$ cat src/verilog/mppt_regs_pkg.sv
package mppt_regs_pkg;

    // ****************************************
    // register map and bus framing
    // ****************************************
    localparam int REG_W = 56;
    localparam int REG_BYTES = 7;
    localparam logic [7:0] CMD_BASE = 8'he0;
    localparam logic [1:0] REG_CFG = 2'h0;
    localparam logic [1:0] REG_MEAS = 2'h1;
    localparam logic [1:0] REG_UNUSED = 2'h2;
    localparam logic [1:0] REG_CTRL = 2'h3;
    localparam logic [3:0] ADDR_HI = 4'h0;
    localparam int CFG_PAD_W = 16;
    localparam int MEAS_PAD_W = 15;

    // ****************************************
    // field layouts
    // ****************************************
    typedef struct packed {
        logic [9:0] slew_setting_channel;
        logic [9:0] current_ceiling_channel;
        logic [9:0] operating_mode_channel;
        logic [9:0] voltage_ceiling_channel;
    } adc_cfg_s;

    typedef struct packed {
        logic [9:0] vout;
        logic [9:0] iout;
        logic [9:0] vin;
        logic [9:0] iin;
    } meas_s;

    typedef struct packed {
        logic [8:0] rsvd_hi;
        logic adc_override;
        logic rsvd_45;
        logic [1:0] rsvd_44_43;
        logic power_thr_sel;
        logic [1:0] buck_boost_dwell_select;
        logic [9:0] iout_max;
        logic [9:0] vout_max;
        logic [2:0] dead_off;
        logic [2:0] dead_on;
        logic [8:0] open_loop_duty;
        logic pass_sel;
        logic pass_manual;
        logic converter_soft_reset;
        logic clk_out_en;
        logic open_loop;
    } ctrl_reg_s;

    typedef struct packed {
        logic power_thr_sel;
        logic [1:0] buck_boost_dwell_select;
        logic [9:0] iout_max;
        logic [9:0] vout_max;
    } settings_s;

    // ****************************************
    // reset values
    // ****************************************
    localparam ctrl_reg_s CTRL_RST = '{
        rsvd_hi: 9'h0, adc_override: 1'b0, rsvd_45: 1'b0, rsvd_44_43: 2'h1,
        power_thr_sel: 1'b0, buck_boost_dwell_select: 2'h0,
        iout_max: 10'h3ff, vout_max: 10'h3ff, dead_off: 3'h3, dead_on: 3'h3,
        open_loop_duty: 9'h0ff, pass_sel: 1'b0, pass_manual: 1'b0,
        converter_soft_reset: 1'b0, clk_out_en: 1'b0, open_loop: 1'b0};

    // ****************************************
    // serial slave states
    // ****************************************
    typedef enum logic [2:0] {
        ST_IDLE = 3'b000,
        ST_RX = 3'b001,
        ST_ACK = 3'b010,
        ST_TX = 3'b011,
        ST_RACK = 3'b100
    } slave_st_e;

    typedef enum logic [1:0] {
        PH_ADDR = 2'b00,
        PH_CMD = 2'b01,
        PH_DATA = 2'b10
    } byte_ph_e;

endpackage

$ cat src/verilog/bit_sync.sv
// two-stage synchroniser; no reset so pin levels are valid at release
module bit_sync #(
    parameter int W = 1
) (
    // clock
    input wire logic ref_clk_i,
    // asynchronous levels and their synchronised copies
    input wire logic [W-1:0] async_i,
    output logic [W-1:0] sync_o
);
    logic [W-1:0] meta_r;

    // first stage feeds only the second stage
    always_ff @(posedge ref_clk_i) begin
        meta_r <= async_i;
        sync_o <= meta_r;
    end
endmodule

$ cat src/verilog/mppt_config_register_bank.sv
// Operation
// - a read-only register returns the four configuration adc results in bits 39:0, zero at reset.
// - a read-only register returns bit 40 tracking start and the four measurements in bits 39:0.
// - control bit 46 makes the control fields replace the adc-derived settings.
// - under override, control bit 42 replaces mode channel bit 9 as the power threshold select.
// - under override, control bits 41:40 replace mode channel bits 8:7, reset zero.
// - under override, control bits 39:30 give the output current ceiling, reset 1023.
// - under override, control bits 29:20 give the output voltage ceiling, reset 1023.
// - control bit 4 makes the manual panel-mode bit replace the panel-mode pin, both reset zero.
// - while bit 4 is set, control bit 3 directly commands panel mode.
// - control bit 0 disables tracking and drives the duty from bits 13:5, reset 0xff.
// - control bit 1 routes the pll clock to its output pin, otherwise the pin stays low.
// - serial clock and data are only ever pulled low, a high comes from the external pull-up.
// - every register is 56 bits moved as seven bytes, least significant byte first.
// - the low three slave address bits are taken from the three address straps, the upper four are zero.
module mppt_config_register_bank (
    // clock and reset
    input wire logic ref_clk_i,
    input wire logic rst_b_i,
    // serial bus pins, open drain
    input wire logic scl_i,
    output logic scl_o,
    output logic scl_oe_b_o,
    input wire logic sda_i,
    output logic sda_o,
    output logic sda_oe_b_o,
    // straps and pins
    input wire logic address_strap_0_i,
    input wire logic address_strap_1_i,
    input wire logic address_strap_2_i,
    input wire logic panel_mode_force_pin_b_i,
    input wire logic pll_clk_i,
    output logic pll_clk_o,
    // internal converter status
    input wire mppt_regs_pkg::adc_cfg_s adc_i,
    input wire mppt_regs_pkg::meas_s meas_i,
    input wire logic tracking_start_i,
    // settings to the converter logic
    output mppt_regs_pkg::settings_s settings_o,
    output logic panel_mode_o,
    output logic open_loop_o,
    output logic [8:0] open_loop_duty_o,
    output logic [2:0] dead_off_o,
    output logic [2:0] dead_on_o,
    output logic converter_soft_reset_o
);
    import mppt_regs_pkg::*;

    typedef struct packed {
        slave_st_e st;
        byte_ph_e ph;
        logic [3:0] bitc;
        logic [2:0] bytec;
        logic [7:0] sh;
        logic [REG_W-1:0] rbuf;
        logic [REG_W-1:0] wbuf;
        logic [1:0] sel;
        logic rd;
        logic ack;
        logic sda_oe_b;
        logic scl_q;
        logic sda_q;
        logic strap_ld;
        logic [2:0] addr;
        ctrl_reg_s ctrl;
        adc_cfg_s cfg_snap;
        settings_s set;
        logic panel;
        logic pll_out;
    } bank_state_s;

    bank_state_s s_r;
    bank_state_s s_nxt;
    logic [6:0] sync_v;
    logic scl_s, sda_s, pm_b_s, pll_s;
    logic [2:0] strap_s;
    logic scl_rise, scl_fall, bus_start, bus_stop;
    logic [7:0] tx_byte;
    logic [REG_W-1:0] wr_word;

    // ****************************************
    // pin synchronisers
    // ****************************************
    bit_sync #(.W(7)) u_sync (
        .ref_clk_i(ref_clk_i),
        .async_i({scl_i, sda_i, panel_mode_force_pin_b_i, pll_clk_i,
                  address_strap_2_i, address_strap_1_i, address_strap_0_i}),
        .sync_o(sync_v)
    );
    assign {scl_s, sda_s, pm_b_s, pll_s, strap_s} = sync_v;

    // bus events; start and stop need scl high in both samples
    assign scl_rise = scl_s & ~s_r.scl_q;
    assign scl_fall = ~scl_s & s_r.scl_q;
    assign bus_start = scl_s & s_r.scl_q & s_r.sda_q & ~sda_s;
    assign bus_stop = scl_s & s_r.scl_q & ~s_r.sda_q & sda_s;
    assign tx_byte = s_r.rbuf[7:0];
    assign wr_word = {s_r.sh, s_r.wbuf[REG_W-1:8]}; // bytes enter from the top

    // ****************************************
    // next-state logic
    // ****************************************
    always_comb begin
        s_nxt = s_r;
        s_nxt.scl_q = scl_s;
        s_nxt.sda_q = sda_s;
        // straps are caught once, on the first cycle after release
        if (!s_r.strap_ld) begin
            s_nxt.addr = strap_s;
            s_nxt.strap_ld = 1'b1;
        end
        // settings follow the override bit every cycle
        s_nxt.cfg_snap = adc_i;
        if (s_r.ctrl.adc_override) begin
            s_nxt.set.power_thr_sel = s_r.ctrl.power_thr_sel;
            s_nxt.set.buck_boost_dwell_select = s_r.ctrl.buck_boost_dwell_select;
            s_nxt.set.iout_max = s_r.ctrl.iout_max;
            s_nxt.set.vout_max = s_r.ctrl.vout_max;
        end else begin
            s_nxt.set.power_thr_sel = adc_i.operating_mode_channel[9];
            s_nxt.set.buck_boost_dwell_select = adc_i.operating_mode_channel[8:7];
            s_nxt.set.iout_max = adc_i.current_ceiling_channel;
            s_nxt.set.vout_max = adc_i.voltage_ceiling_channel;
        end
        // pin is active low; the manual bit takes over when selected
        s_nxt.panel = s_r.ctrl.pass_sel ? s_r.ctrl.pass_manual : ~pm_b_s;
        s_nxt.pll_out = s_r.ctrl.clk_out_en & pll_s;
        // slave engine: bits are taken on scl rise and changed on scl fall
        case (s_r.st)
            ST_RX: begin
                if (scl_rise && s_r.bitc != 4'h8) begin
                    s_nxt.sh = {s_r.sh[6:0], sda_s};
                    s_nxt.bitc = s_r.bitc + 4'h1;
                end else if (scl_fall && s_r.bitc == 4'h8) begin
                    s_nxt.bitc = 4'h0;
                    s_nxt.st = ST_ACK;
                    s_nxt.ack = 1'b0;
                    case (s_r.ph)
                        PH_ADDR: begin
                            if (s_r.sh[7:1] == {ADDR_HI, s_r.addr}) begin
                                s_nxt.ack = 1'b1;
                                s_nxt.rd = s_r.sh[0];
                                case (s_r.sel)
                                    REG_CFG: s_nxt.rbuf = {{CFG_PAD_W{1'b0}}, s_r.cfg_snap};
                                    REG_MEAS: s_nxt.rbuf = {{MEAS_PAD_W{1'b0}}, tracking_start_i,
                                                            meas_i};
                                    default: s_nxt.rbuf = s_r.ctrl;
                                endcase
                            end
                        end
                        PH_CMD: begin
                            if (s_r.sh[7:2] == CMD_BASE[7:2] && s_r.sh[1:0] != REG_UNUSED) begin
                                s_nxt.ack = 1'b1;
                                s_nxt.sel = s_r.sh[1:0];
                            end
                        end
                        default: begin
                            // only the control register takes data, and only seven bytes
                            if (s_r.sel == REG_CTRL && s_r.bytec != 3'h7) begin
                                s_nxt.ack = 1'b1;
                                s_nxt.wbuf = wr_word;
                                s_nxt.bytec = s_r.bytec + 3'h1;
                                if (s_r.bytec == 3'h6) begin
                                    s_nxt.ctrl = wr_word;
                                end
                            end
                        end
                    endcase
                    s_nxt.sda_oe_b = ~s_nxt.ack;
                end
            end
            ST_ACK: begin
                if (scl_fall) begin
                    if (!s_r.ack) begin
                        s_nxt.st = ST_IDLE;
                        s_nxt.sda_oe_b = 1'b1;
                    end else if (s_r.ph == PH_ADDR && s_r.rd) begin
                        s_nxt.st = ST_TX;
                        s_nxt.bitc = 4'h1;
                        s_nxt.sda_oe_b = tx_byte[7]; // a zero is sent by pulling low
                    end else begin
                        s_nxt.st = ST_RX;
                        s_nxt.sda_oe_b = 1'b1;
                        s_nxt.ph = (s_r.ph == PH_ADDR) ? PH_CMD : PH_DATA;
                    end
                end
            end
            ST_TX: begin
                if (scl_fall) begin
                    if (s_r.bitc == 4'h8) begin
                        s_nxt.st = ST_RACK;
                        s_nxt.bitc = 4'h0;
                        s_nxt.sda_oe_b = 1'b1;
                    end else begin
                        s_nxt.sda_oe_b = tx_byte[3'h7 - s_r.bitc[2:0]];
                        s_nxt.bitc = s_r.bitc + 4'h1;
                    end
                end
            end
            ST_RACK: begin
                if (scl_rise) begin
                    s_nxt.ack = ~sda_s;
                end else if (scl_fall) begin
                    // next byte only on a master ack and while bytes remain
                    if (s_r.ack && s_r.bytec != 3'(REG_BYTES - 1)) begin
                        s_nxt.rbuf = {8'h00, s_r.rbuf[REG_W-1:8]};
                        s_nxt.bytec = s_r.bytec + 3'h1;
                        s_nxt.st = ST_TX;
                        s_nxt.bitc = 4'h1;
                        s_nxt.sda_oe_b = s_r.rbuf[15];
                    end else begin
                        s_nxt.st = ST_IDLE;
                    end
                end
            end
            default: s_nxt.st = ST_IDLE;
        endcase
        // start and stop override anything in progress
        if (bus_start) begin
            s_nxt.st = ST_RX;
            s_nxt.ph = PH_ADDR;
            s_nxt.bitc = 4'h0;
            s_nxt.bytec = 3'h0;
            s_nxt.rd = 1'b0;
            s_nxt.sda_oe_b = 1'b1;
        end else if (bus_stop) begin
            s_nxt.st = ST_IDLE;
            s_nxt.sda_oe_b = 1'b1;
        end
    end

    // ****************************************
    // state register
    // ****************************************
    always_ff @(posedge ref_clk_i) begin
        if (!rst_b_i) begin
            s_r <= '0;
            s_r.ctrl <= CTRL_RST;
            s_r.sda_oe_b <= 1'b1;
            // idle bus levels, so release never shows a false clock or data edge
            s_r.scl_q <= 1'b1;
            s_r.sda_q <= 1'b1;
        end else begin
            s_r <= s_nxt;
        end
    end

    // outputs come straight from the state register; scl_o, scl_oe_b_o and sda_o are constants
    assign scl_o = 1'b0; // clock is never stretched
    assign scl_oe_b_o = 1'b1;
    assign sda_o = 1'b0;
    assign sda_oe_b_o = s_r.sda_oe_b;
    assign pll_clk_o = s_r.pll_out;
    assign settings_o = s_r.set;
    assign panel_mode_o = s_r.panel;
    assign open_loop_o = s_r.ctrl.open_loop;
    assign open_loop_duty_o = s_r.ctrl.open_loop_duty;
    assign dead_off_o = s_r.ctrl.dead_off;
    assign dead_on_o = s_r.ctrl.dead_on;
    assign converter_soft_reset_o = s_r.ctrl.converter_soft_reset;
endmodule

$ cat config.mk
export PLATFORM = sky130hd
export DESIGN_NAME = mppt_config_register_bank
export DESIGN_NICKNAME = d
export VERILOG_FILES = /design/src/verilog/mppt_regs_pkg.sv /design/src/verilog/bit_sync.sv /design/src/verilog/mppt_config_register_bank.sv
export SDC_FILE = /design/constraint.sdc
export NUM_CORES = 1
export LEC_CHECK = 0
export BUFFER_PORTS_ARGS = -buffer_cell sky130_fd_sc_hd__buf_2
export CAP_MARGIN = 15
export CELL_PAD_IN_SITES_DETAIL_PLACEMENT = 0
export CELL_PAD_IN_SITES_GLOBAL_PLACEMENT = 1
export CORE_ASPECT_RATIO = 0.75
export CORE_MARGIN = 3
export CORE_UTILIZATION = 46
export CTS_BUF_LIST = sky130_fd_sc_hd__clkbuf_8
export CTS_CLUSTER_SIZE = 30
export DETAILED_ROUTE_END_ITERATION = 10
export GPL_ROUTABILITY_DRIVEN = 1
export PLACE_DENSITY_LB_ADDON = 0.1
export SLEW_MARGIN = 20
export SYNTH_ARGS = -nofsm -noshare
export SYNTH_HDL_FRONTEND = slang
export SYNTH_SLANG_ARGS = --single-unit
$ cat constraint.sdc
create_clock -name ref_clk_i -period 2.3 [get_ports ref_clk_i]
set_input_delay 0.23 -clock ref_clk_i [delete_from_list [all_inputs] [get_ports ref_clk_i]]
set_output_delay 0.23 -clock ref_clk_i [all_outputs]
set_load 0.03 [all_outputs]
# ---- Yosys cells after proc, flatten, opt, wreduce, memory -nomap -nowiden
# Cells that the tools add are included.
dict set report word_totals {
  memories 0
  out_inout_bits 46
  regBits 278
  elab_cells 195
  ram_bits 0
  latch_bits 0
  romBits 0
}
dict set report op_classes {
  reduce_logical 26
  n_mux 65
  n_eq_ne 38
  n_div 0
  addsub 3
  magnitude_cmp 1
  bitwise_logic 18
  mul 0
  shift 0
}
# operator n
set ops {}
lappend ops {{$mux W56} 7}
lappend ops {{$mux W117} 2}
lappend ops {{$pmux W56 S2} 2}
lappend ops {{$ne A2 B2 Y1 const B} 16}
lappend ops {{$ne A4 B4 Y1 const B} 8}
lappend ops {{$mux W7} 4}
lappend ops {{$mux W3} 9}
lappend ops {{$reduce_and A8 Y1} 3}
lappend ops {{$mux W23} 1}
lappend ops {{$mux W1} 19}
lappend ops {{$mux W2} 8}
lappend ops {{$mux W4} 4}
lappend ops {{$pmux W4 S4} 1}
lappend ops {{$reduce_and A5 Y1} 3}
lappend ops {{$reduce_and A7 Y1} 2}
lappend ops {{$pmux W3 S4} 1}
lappend ops {{$not A1 Y1} 10}
lappend ops {{$mux W9} 1}
lappend ops {{$ne A3 B3 Y1 const B} 3}
lappend ops {{$reduce_and A9 Y1} 1}
lappend ops {{$and A1 B1 Y1} 8}
lappend ops {{$reduce_and A4 Y1} 2}
lappend ops {{$eq A7 B3 Y1} 1}
lappend ops {{$eq A3 B2 Y1 const B} 2}
lappend ops {{23 further kinds} 33}

# ---- Logic depth before layout (Yosys ltp)
# Gate-level depths: netlist of the first run.
dict set report depth {
  ltp_word 11
  mapped_depth 10
}

# ---- Modules after synthesis
# A second synthesis of the first run with hierarchy kept.
dict set report unflattened {
  hier_cells 1287
  hier_area_um2 11080.6
}
# module area_each_um2 seq_area_each_um2 n_inst cells_per_inst
set modules_own_cells {}
lappend modules_own_cells {mppt_config_register_bank 10800.4 5124.9 1 1273}
lappend modules_own_cells {bit_sync 280.3 280.3 1 14}

# ---- Least setup slack after synthesis of the first run
# Ideal clock, no wire load.
dict set report synth_timing {
  path_type {flip-flop to flip-flop}
  from {register s_r[252] in the netlist's numbering}
  to {register s_r, in the netlist dead_off_o[0]}
  path_stages_with_launch 10
  t_arrival_ps 1905
  setup_ps 137
  n_path_buf 2
  setup_slack_ps 258
  cell_sequence {dfxtp_1 -> ha_1 -> ha_1 -> nand4b_1 -> nor4_4 -> nand3_1 -> buf_2 -> clkbuf_1 -> nand2_1 -> nand3_1}
}
dict set report synth_between {
  elab_chain_len 3
  elab_cells_between_ends 4
}
# element line
set synth_lines {}
lappend synth_lines {{from (decl)} mppt_config_register_bank.sv:72} ;# bank_state_s s_r;
lappend synth_lines {{from (signal assigned)} mppt_config_register_bank.sv:244} ;# s_r <= s_nxt;
lappend synth_lines {{$ne A3 B3 Y1} mppt_config_register_bank.sv:159} ;# if (s_r.sel == REG_CTRL && s_r.bytec != 3'h7) begin
lappend synth_lines {{$logic_and A1 B1 Y1} mppt_config_register_bank.sv:159}
lappend synth_lines {{$reduce_and A6 Y1 (no line) *} n/a}
# Every way passes the cells marked *; elsewhere a longest branch is shown, timed or not.
# A chain may end at the register's enable or synchronous reset.

# ---- Final worst setup path of the first run
dict set report layout_timing {
  from {register s_r[252] in the netlist's numbering}
  to {register s_r[92] in the netlist's numbering}
}
# Same word-level chain as after synthesis.

==> flow_summary.yaml, run 1 <==
clock_network:
  cts_max_path_buffers: 3
  cts_made_buffers: 44
  cts_sinks: 270
  tritoncts: "yes"
  clk-insertion-delay-late_ns: 0.56
  clkTransAtPathRegs_ns: 0.06
  root_buffer: "clkbuf_8"
  cts_max_level: 2
synth:
  ys_top_cells_by_area: "dfxtp_1 (48%), nand2_1 (9.3%), mux2i_1 (7.7%)"
  netlist_instances: 1288
  synth_top_area_cell: "dfxtp_1"
  synth_edf_count: 0
  synthFlopType: "dfxtp_1"
  synth_commonest_cells: "nand2_1 (277), dfxtp_1 (270), a21oi_1 (129), mux2i_1 (86), clkbuf_1 (66)"
  synth-warning-count: 0
  synth-seq-cells: 270
  yosys.cell_types.count: 62
  synth_top_area_share_pct: 48.20
  yosysSeqAreaShare_pct: 48.20
  avgSynthCellArea_um2: 8.706
  synth_area_um2: 11210
  synth_most_common_cell: "nand2_1"
  synthArstFlopShare_pct: 0
layout:
  drive_gt1_share_pct: 18.87
  area_growth_syn_to_layout_pct: 21.19
  final_area_um2: 13590
  nets: 1522
  post-route-util_pct: 57.87
setup_path:
  worstSetupStartpointType: "flip-flop"
  crit_path_end_kind: "flip-flop"
  crit_cells: 9
  ff2ff_path_depth: 9
  cpMaxStageDelayCell: "nor2_4"
  cp_cell_sequence: "ha_1 > ha_2 > nand4b_1 > nand4b_1 > nor2_4 > buf_12 > clkbuf_16 > nand2_1 > nand3_1"
  cp_max_fo: 5
  critPathBufInv: 2
  r2r_setup_slack_ns: 0.08
  arrival_ns: 2.71
  cp.required_ns: 2.78
  critPathMostFrequentCell: "nand4b_1"
  path_class: "flip-flop to flip-flop"
  slowest_delay_ns: 0.34
  crit_family: "simple AND/OR/NAND/NOR gates"
placement:
  place_hpwl_um: 22470
  port_buffers: 132
  gp_congestion: 0.8226
  place_area_um2: 12010
timing:
  slew_headroom_pct: 57.77
  layout_worst_path_cycle_share_pct: 96.72
  fmax_mhz: 449.5
  setup_viol: 0
  skew_ns: 0.02788
  tightest_slew_ns: 0.6287
  drv_slew: 0
  min_period_ns: 2.224
  hold_viol_final: 0
power:
  p_switching_mw: 2.295
  power.total_mw: 9.459
  p_leak_nw: 5.178
  power.internal_mw: 7.164
  powerDensity_nw_per_um2: 696.1
  clkPwrFrac_pct: 42.8
  ir_drop_mv: 0.4717
  seqPwrFrac_pct: 50.9
  switching_share_pct: 24.26
  power_frac_comb_pct: 6.3
routing:
  final_antenna_net_count: 0
  drt-pass1-iter-count: 5
  first_iter_violations: 853
  wirelength_um: 35090
  vias: 9624
  drt-wirelength-per-cell_um: 19.68
  avgViaCountPerCell: 5.398
  drcViolationCount: 0
floorplanning:
  rows: 48
  die-area_um2: 26310
  die_y_um: 141.2
  io_pins: 136
  dieWidth_um: 186.3
  initial_core_util_pct: 47.75
  coreArea_um2: 23480
grt:
  grt-ovfl-total: 0
  grt_max_degree: 85
  antenna_found_initial: 1
  grt_pass1_wl_um: 51810
  track_usage_pct: 25.13
  first_global_vias: 8933
status:
  run_status: "completed"
worst_hold_path:
  hold_path_depth: 2
  hp-class: "input port to flip-flop"
flow_run:
  drv_cap: 0
## state kept, by name, summed over array words and instances, names as in the netlist
signal / cells
u_sync.meta_r: 7
s_r: 213
dead_off_o: 3
settings_o: 23
panel_mode_o: 1
u_sync.sync_o: 7
open_loop_duty_o: 9
sda_oe_b_o: 1
dead_on_o: 3
pll_clk_o: 1
converter_soft_reset_o: 1
open_loop_o: 1
## power by group through the flow
stage / logic, mW / registers [mW] / clock network (mW)
2_1_floorplan: 0.341 / 4.90 / 0
3_3_place_gp: 0.525 / 4.92 / 0
3_5_place_dp: 0.524 / 4.92 / 0
4_1_cts: 0.587 / 4.81 / 4.11
5_1_grt: 0.642 / 4.82 / 4.32
6_report: 0.592 / 4.82 / 4.05
## metrics by stage
step	setup slack, ns	TNS, ns	cells	hold slack, ns
floorplan	0.2584	0	1289	0.2577
CTS	0.03579	0	1768	0.002589
global placement	0.1268	0	1645	0.3099
detailed placement	0.06250	0	1645	0.3146
finish	0.07552	0	1783	0.01490
global route	-0.03391	-0.6022	1783	0.02701
## layout make-up
cell class / count / area, µm²
repair buffers: 235 / 1810
clock inverters: 21 / 90.09
flip-flops and latches: 270 / 5409
multi-input cells: 870 / 5089
fillers: 2163 / 9893
well taps: 325 / 406.6
clock buffers: 55 / 757.0
inverters: 6 / 25.02
diodes: 1 / 2.502
## what timing repair did
action                     in CTS  in global routing
resized for setup               0                 10
setup buffers                   0                  6
hold buffers                   47                  0
setup endpoints to repair       0                132
hold endpoints to repair       70                  0
## layout by cell type, fill, tap and decap left out, drive strengths merged, types with 2 or more instances in the layout
master	count
a211oi	46
a21o	2
a21oi	129
a221oi	3
a22oi	40
a31oi	4
and2	46
and3	4
and3b	3
buf	183
clkbuf	60
clkinv	2
conb	3
dfxtp	270
dlygate4sd3	47
ha	5
inv	24
mux2i	86
mux4	2
nand2	277
nand2b	7
nand3	54
nand4	4
nand4b	2
nor2	48
nor2b	7
nor3	9
nor3b	3
nor4bb	4
o211a	6
o211ai	2
o21a	2
o21ai	44
o2bb2ai	2
or4	2
xnor2	2
xor2	3
## layer usage
metal  global-route usage [%]  vias up  routed length [µm]
met3                    4.823       54                2582
li1                         -     4688                   -
met5                        0        -                   0
met4                    5.288        0                 657
met1                    39.82     4548               17550
met2                    35.10      334               14300
## worst paths after layout
check                             endpoint                     start
setup reg to reg      s_r[92]$_SDFFE_PN1P_     s_r[252]$_SDFFE_PP0P_
hold / removal         s_r[126]$_SDFF_PN1_                   rst_b_i
hold reg to reg   u_sync.sync_o[2]$_DFF_P_  u_sync.meta_r[2]$_DFF_P_
setup / recovery      s_r[92]$_SDFFE_PN1P_     s_r[252]$_SDFFE_PP0P_
## logic make-up after synthesis
| logic type | Yosys count | synth area share [%] |
|---|---|---|
| flip-flops | 270 | 48.20 |
| XOR/XNOR | 5 | 0.3906 |
| multiplexers | 88 | 8.079 |
| adder cells (fa/ha/maj) | 5 | 0.5579 |
| AND/OR/NAND/NOR | 476 | 19.42 |
| AO/OA/AOI/OAI | 293 | 16.35 |
| buffers and inverters | 149 | 6.940 |
| other | 2 | 0.06697 |
No activity file was read; power rests on OpenSTA's default activity.
==> run 2: changes to the inputs <==
Settings changed: ABC_AREA set to 1, CORE_ASPECT_RATIO 0.75 to 1.4, CORE_UTILIZATION 46 to 44.
==> flow_summary.yaml, run 2 <==
status:
  run_status: "completed"
timing:
  rsz0062_at_grt: "no"
  slew_headroom_pct: 50.28
  hold_viol_final: 0
  fin_tns_setup_ns: 0
  fmax_mhz: 474.7
  drv_slew: 0
  min_period_ns: 2.107
  fin_hold_ws_ns: 0.1373
  setup_viol: 0
  tightest_slew_ns: 0.7450
  skew_ns: 0.02454
  worst_slack_ns: 0.1933
  layout_worst_path_cycle_share_pct: 91.59
synth:
  synth_commonest_cells: "nand2_1 (383), dfxtp_1 (270), nor2_1 (232), nand3_1 (128), inv_1 (99)"
  synth_area_um2: 11620
  synth-seq-cells: 270
  yosysSeqAreaShare_pct: 46.52
  synth_top_area_share_pct: 46.52
  synth_most_common_cell: "nand2_1"
  ys_top_cells_by_area: "dfxtp_1 (47%), nand2_1 (12%), nor2_1 (7.5%)"
  synthArstFlopShare_pct: 0
  yosys.cell_types.count: 36
  synth-warning-count: 0
  avgSynthCellArea_um2: 7.415
  netlist_instances: 1567
  synthFlopType: "dfxtp_1"
  synth_edf_count: 0
  synth_top_area_cell: "dfxtp_1"
setup_path:
  worstSetupStartpointType: "flip-flop"
  crit_path_end_kind: "flip-flop"
  path_class: "flip-flop to flip-flop"
  cp.required_ns: 2.72
  cp_max_fo: 36
  arrival_ns: 2.52
power:
  powerDensity_nw_per_um2: 1004
  clkPwrFrac_pct: 29.9
  power_frac_comb_pct: 28.4
  seqPwrFrac_pct: 41.7
  p_switching_mw: 4.743
  ir_drop_mv: 0.5012
  switching_share_pct: 34.77
  p_leak_nw: 6.360
  power.internal_mw: 8.898
layout:
  area_growth_syn_to_layout_pct: 16.88
  largest_reg_flops: 213
  final_cell_mix: "nand2_1 (381), dfxtp_1 (269), nor2_1 (230)"
  largest-register: "s_r"
  fin_cells: 2037
  antenna_cells: 0
  mostFrequentLayoutCell: "nand2_1"
  nets: 1780
  post-route-util_pct: 52.79
  drive_gt1_share_pct: 18.39
clock_network:
  cts_max_path_buffers: 3
  clkTransAtPathRegs_ns: 0.06
  cts_setup_buffers: 0
  root_buffer: "clkbuf_8"
  tritoncts: "yes"
  cts_sinks: 270
  cts_max_level: 2
  clk-insertion-delay-late_ns: 0.58
  cts_made_buffers: 44
grt:
  antenna_found_initial: 0
  grt_pass1_wl_um: 55470
  first_global_vias: 9971
  track_usage_pct: 25.25
  grt-ovfl-total: 0
  grt_max_degree: 86
floorplanning:
  rows: 69
  coreArea_um2: 25730
  dieWidth_um: 143.3
  initial_core_util_pct: 45.17
  io_pins: 136
  die-area_um2: 28420
  die_y_um: 198.3
placement:
  gp_congestion: 0.8564
  dp_slack_ns: 0.1576
  dp_cells: 1909
  place_hpwl_um: 25040
  port_buffers: 132
routing:
  first_iter_violations: 681
  avgViaCountPerCell: 5.128
  wirelength_um: 36540
  drcViolationCount: 0
  final_antenna_net_count: 0
  drt-wirelength-per-cell_um: 17.94
  vias: 10450
  drt-pass1-iter-count: 5
worst_hold_path:
  hp-class: "input port to flip-flop"
flow_run:
  drv_cap: 0
run 2: power groups by stage:
stage,Clock (mW),Combinational (mW),Sequential (mW)
after floorplan,0,2.97,5.71
after global placement,0,3.68,5.76
after detailed placement,0,3.70,5.78
after CTS,4.19,3.77,5.68
after global routing,4.38,4.42,5.75
final,4.08,3.88,5.68
run 2: path summary, 6_finish.rpt:
check | startpoint | end | slack [ns] | depth (start not counted)
worst max-delay path | s_r[252]$_SDFFE_PP0P_ | s_r[111]$_SDFFE_PN0P_ | 0.19 | 9
worst min-delay path | meas_i[18] | s_r[206]$_SDFFE_PN0P_ | 0.14 | 7
worst max register to register | s_r[252]$_SDFFE_PP0P_ | s_r[111]$_SDFFE_PN0P_ | 0.19 | 9
worst min register to register | u_sync.meta_r[3]$_DFF_P_ | u_sync.sync_o[3]$_DFF_P_ | 0.33 | 0
run 2: per-stage QoR:
stage,instance area (µm²),total power [mW]
after floorplan,11620,8.671
after global placement,12220,9.436
after detailed placement,12220,9.475
after CTS,13550,13.64
after global routing,13580,14.55
final,13580,13.64
run 2: logic make-up after synthesis:
kind of cell | count (synthesis) | share of synthesized area (%)
and+or+nand+nor | 791 | 28.41
DFF | 270 | 46.52
buffers and inverters | 247 | 10.33
AOI/OAI and AO/OA | 244 | 13.47
muxes | 7 | 0.6030
adders and majority gates | 5 | 0.5384
other | 2 | 0.06463
xor gates and xnor gates | 1 | 0.07539
run 2: what timing repair did:
item	4_1_cts	5_1_grt
hold buffers	48	0
gates resized for setup	0	3
setup endpoints to repair	0	12
hold endpoints to repair	94	0
run 2: worst max-delay path, cell delays in order (launching register included):
cell     delay (ns)
dfxtp_1        0.33
ha_1           0.20
ha_1           0.19
nor3_2         0.23
nand2_2        0.14
nor2_8         0.20
nand2_4        0.19
buf_12         0.24
o21ai_0        0.15
a21oi_1        0.05
run 2: metal layers:
metal	vias up	part of all wire, %	GRT usage [%]
met5	-	0	0
met4	0	3.4	9.211
met3	62	3.6	3.576
met2	232	52	45.33
met1	4946	41	30.54
li1	5205	-	-
run 2: cell type report:
| class | count | area [µm²] |
|---|---|---|
| Fill cell | 2578 | 12150 |
| Timing Repair Buffer | 207 | 1468 |
| Tap cell | 319 | 399.1 |
| Clock buffer | 53 | 729.5 |
| Clock inverter | 26 | 126.4 |
| Inverter | 111 | 419.2 |
| Sequential cell | 270 | 5406 |
| Multi-Input combinational cell | 1051 | 5034 |
==> run 3: changes to the inputs <==
Settings changed: CORE_UTILIZATION 44 to 43, CTS_BUF_LIST sky130_fd_sc_hd__clkbuf_8 to unset.
==> flow_summary.yaml, run 3 (same netlist as run 2, synthesis figures left out) <==
timing:
  drv_slew: 0
  fmax_mhz: 469.5
  setup_viol: 0
  worst_slack_ns: 0.1699
  rsz0062_at_grt: "no"
  hold_viol_final: 0
  fin_tns_setup_ns: 0
  min_period_ns: 2.130
  skew_ns: 0.01856
  tightest_slew_ns: 0.8141
  slew_headroom_pct: 45.67
  layout_worst_path_cycle_share_pct: 92.61
  fin_hold_ws_ns: 0.1384
layout:
  multi_input_area_um2: 5036
  largest-register: "s_r"
  nets: 1768
  nFillCells: 2615
  seqCellArea_um2: 5406
  final_cell_mix: "nand2_1 (382), dfxtp_1 (269), nor2_1 (230)"
  mostFrequentLayoutCell: "nand2_1"
  antenna_cells: 0
  fin_cells: 2055
  drive_gt1_share_pct: 17.94
  largest_reg_flops: 213
  area_growth_syn_to_layout_pct: 19.32
floorplanning:
  io_pins: 136
  rows: 70
  dieWidth_um: 144.9
  die_y_um: 200.5
  coreArea_um2: 26360
  die-area_um2: 29060
  initial_core_util_pct: 44.08
power:
  seqPwrFrac_pct: 38.9
  power_frac_comb_pct: 25.5
  power.internal_mw: 9.922
  powerDensity_nw_per_um2: 1053
  switching_share_pct: 32.03
  clkPwrFrac_pct: 35.5
  p_switching_mw: 4.676
  ir_drop_mv: 0.6320
  p_leak_nw: 6.398
clock_network:
  tritoncts: "yes"
  cts_made_buffers: 28
  cts_sinks: 270
  cts_max_level: 1
  clkTransAtPathRegs_ns: 0.06
  clk-insertion-delay-late_ns: 0.56
  cts_max_path_buffers: 3
  root_buffer: "clkbuf_16"
setup_path:
  ff2ff_path_depth: 8
  crit_path_end_kind: "flip-flop"
  cp_max_fo: 36
  arrival_ns: 2.61
  cp.required_ns: 2.78
  path_class: "flip-flop to flip-flop"
  worstSetupStartpointType: "flip-flop"
placement:
  port_buffers: 132
  place_hpwl_um: 25330
  dp_cells: 1955
  gp_congestion: 0.8213
  dp_slack_ns: 0.1414
grt:
  grt_max_degree: 109
  grt_pass1_wl_um: 56130
  first_global_vias: 9824
  grt-ovfl-total: 0
  track_usage_pct: 24.29
  antenna_found_initial: 0
worst_hold_path:
  hp-class: "input port to flip-flop"
  hold_path_depth: 7
routing:
  wirelength_um: 36500
  first_iter_violations: 711
  vias: 10280
  drt-wirelength-per-cell_um: 17.76
  avgViaCountPerCell: 5.001
  final_antenna_net_count: 0
  drcViolationCount: 0
  drt-pass1-iter-count: 5
flow_run:
  drv_cap: 0
status:
  run_status: "completed"
run 3: cell count changes in the layout (fill, tap and decap cells not counted), sizes merged:
| cell | before | now |
|---|---|---|
| clkbuf | 54 | 35 |
| inv | 126 | 112 |
| buf | 158 | 163 |
| bufinv | 0 | 7 |
| clkinv | 10 | 8 |
run 3: power by group through the flow:
| stage | registers, mW | logic [mW] | clock network [mW] |
|---|---|---|---|
| 6_report | 5.68 | 3.73 | 5.19 |
| 5_1_grt | 5.75 | 4.32 | 5.47 |
| 4_1_cts | 5.68 | 3.75 | 5.29 |
| 3_5_place_dp | 5.79 | 3.68 | 0 |
| 3_3_place_gp | 5.77 | 3.66 | 0 |
| 2_1_floorplan | 5.71 | 2.97 | 0 |
run 3: what timing repair did:
action,CTS,global route
hold buffers,48,0
endpoints found under the setup margin,0,7
endpoints found under the hold margin,88,0
setup buffers,0,0
resized for setup,0,2
run 3: final timing paths:
check             slack [ns]                                to                     start
hold reg to reg         0.33          u_sync.sync_o[2]$_DFF_P_  u_sync.meta_r[2]$_DFF_P_
setup / recovery        0.17  open_loop_duty_o[4]$_SDFFE_PN1P_     s_r[252]$_SDFFE_PP0P_
setup reg to reg        0.17  open_loop_duty_o[4]$_SDFFE_PN1P_     s_r[252]$_SDFFE_PP0P_
hold / removal          0.14             s_r[201]$_SDFFE_PN0P_                meas_i[13]
run 3: layout make-up:
type / count / share of cell area (%)
Inverter: 111 / 3.023
Clock buffer: 35 / 5.676
Tap cell: 360 / 3.249
Clock inverter: 17 / 2.058
Multi-Input combinational cell: 1051 / 36.32
Timing Repair Buffer: 211 / 10.68
Sequential cell: 270 / 38.99
run 3: layer usage:
metal / wire (µm) / global-route usage, % / vias to the layer above
li1: - / - / 5185
met1: 14860 / 29.51 / 4790
met2: 18620 / 43.79 / 240
met3: 1515 / 2.642 / 62
met4: 1511 / 9.847 / 0
met5: 0 / 0 / -
run 3: per-stage QoR:
stage / instance area, µm² / power [mW] / util (%)
floorplan: 11620 / 8.671 / -
global placement: 12310 / 9.432 / 46.69
detailed placement: 12310 / 9.469 / 46.69
CTS: 13860 / 14.73 / 52.58
global route: 13860 / 15.54 / 52.59
finish: 13860 / 14.60 / 52.59
run 3: worst max-delay path, cell delays in order (launching register included):
cell and delay [ns]:
dfxtp_1 0.32, ha_1 0.20, ha_1 0.19, nor3_2 0.20, nand2_1 0.19, nor2_8 0.21
buf_4 0.41, nand2_1 0.13, o211ai_1 0.18
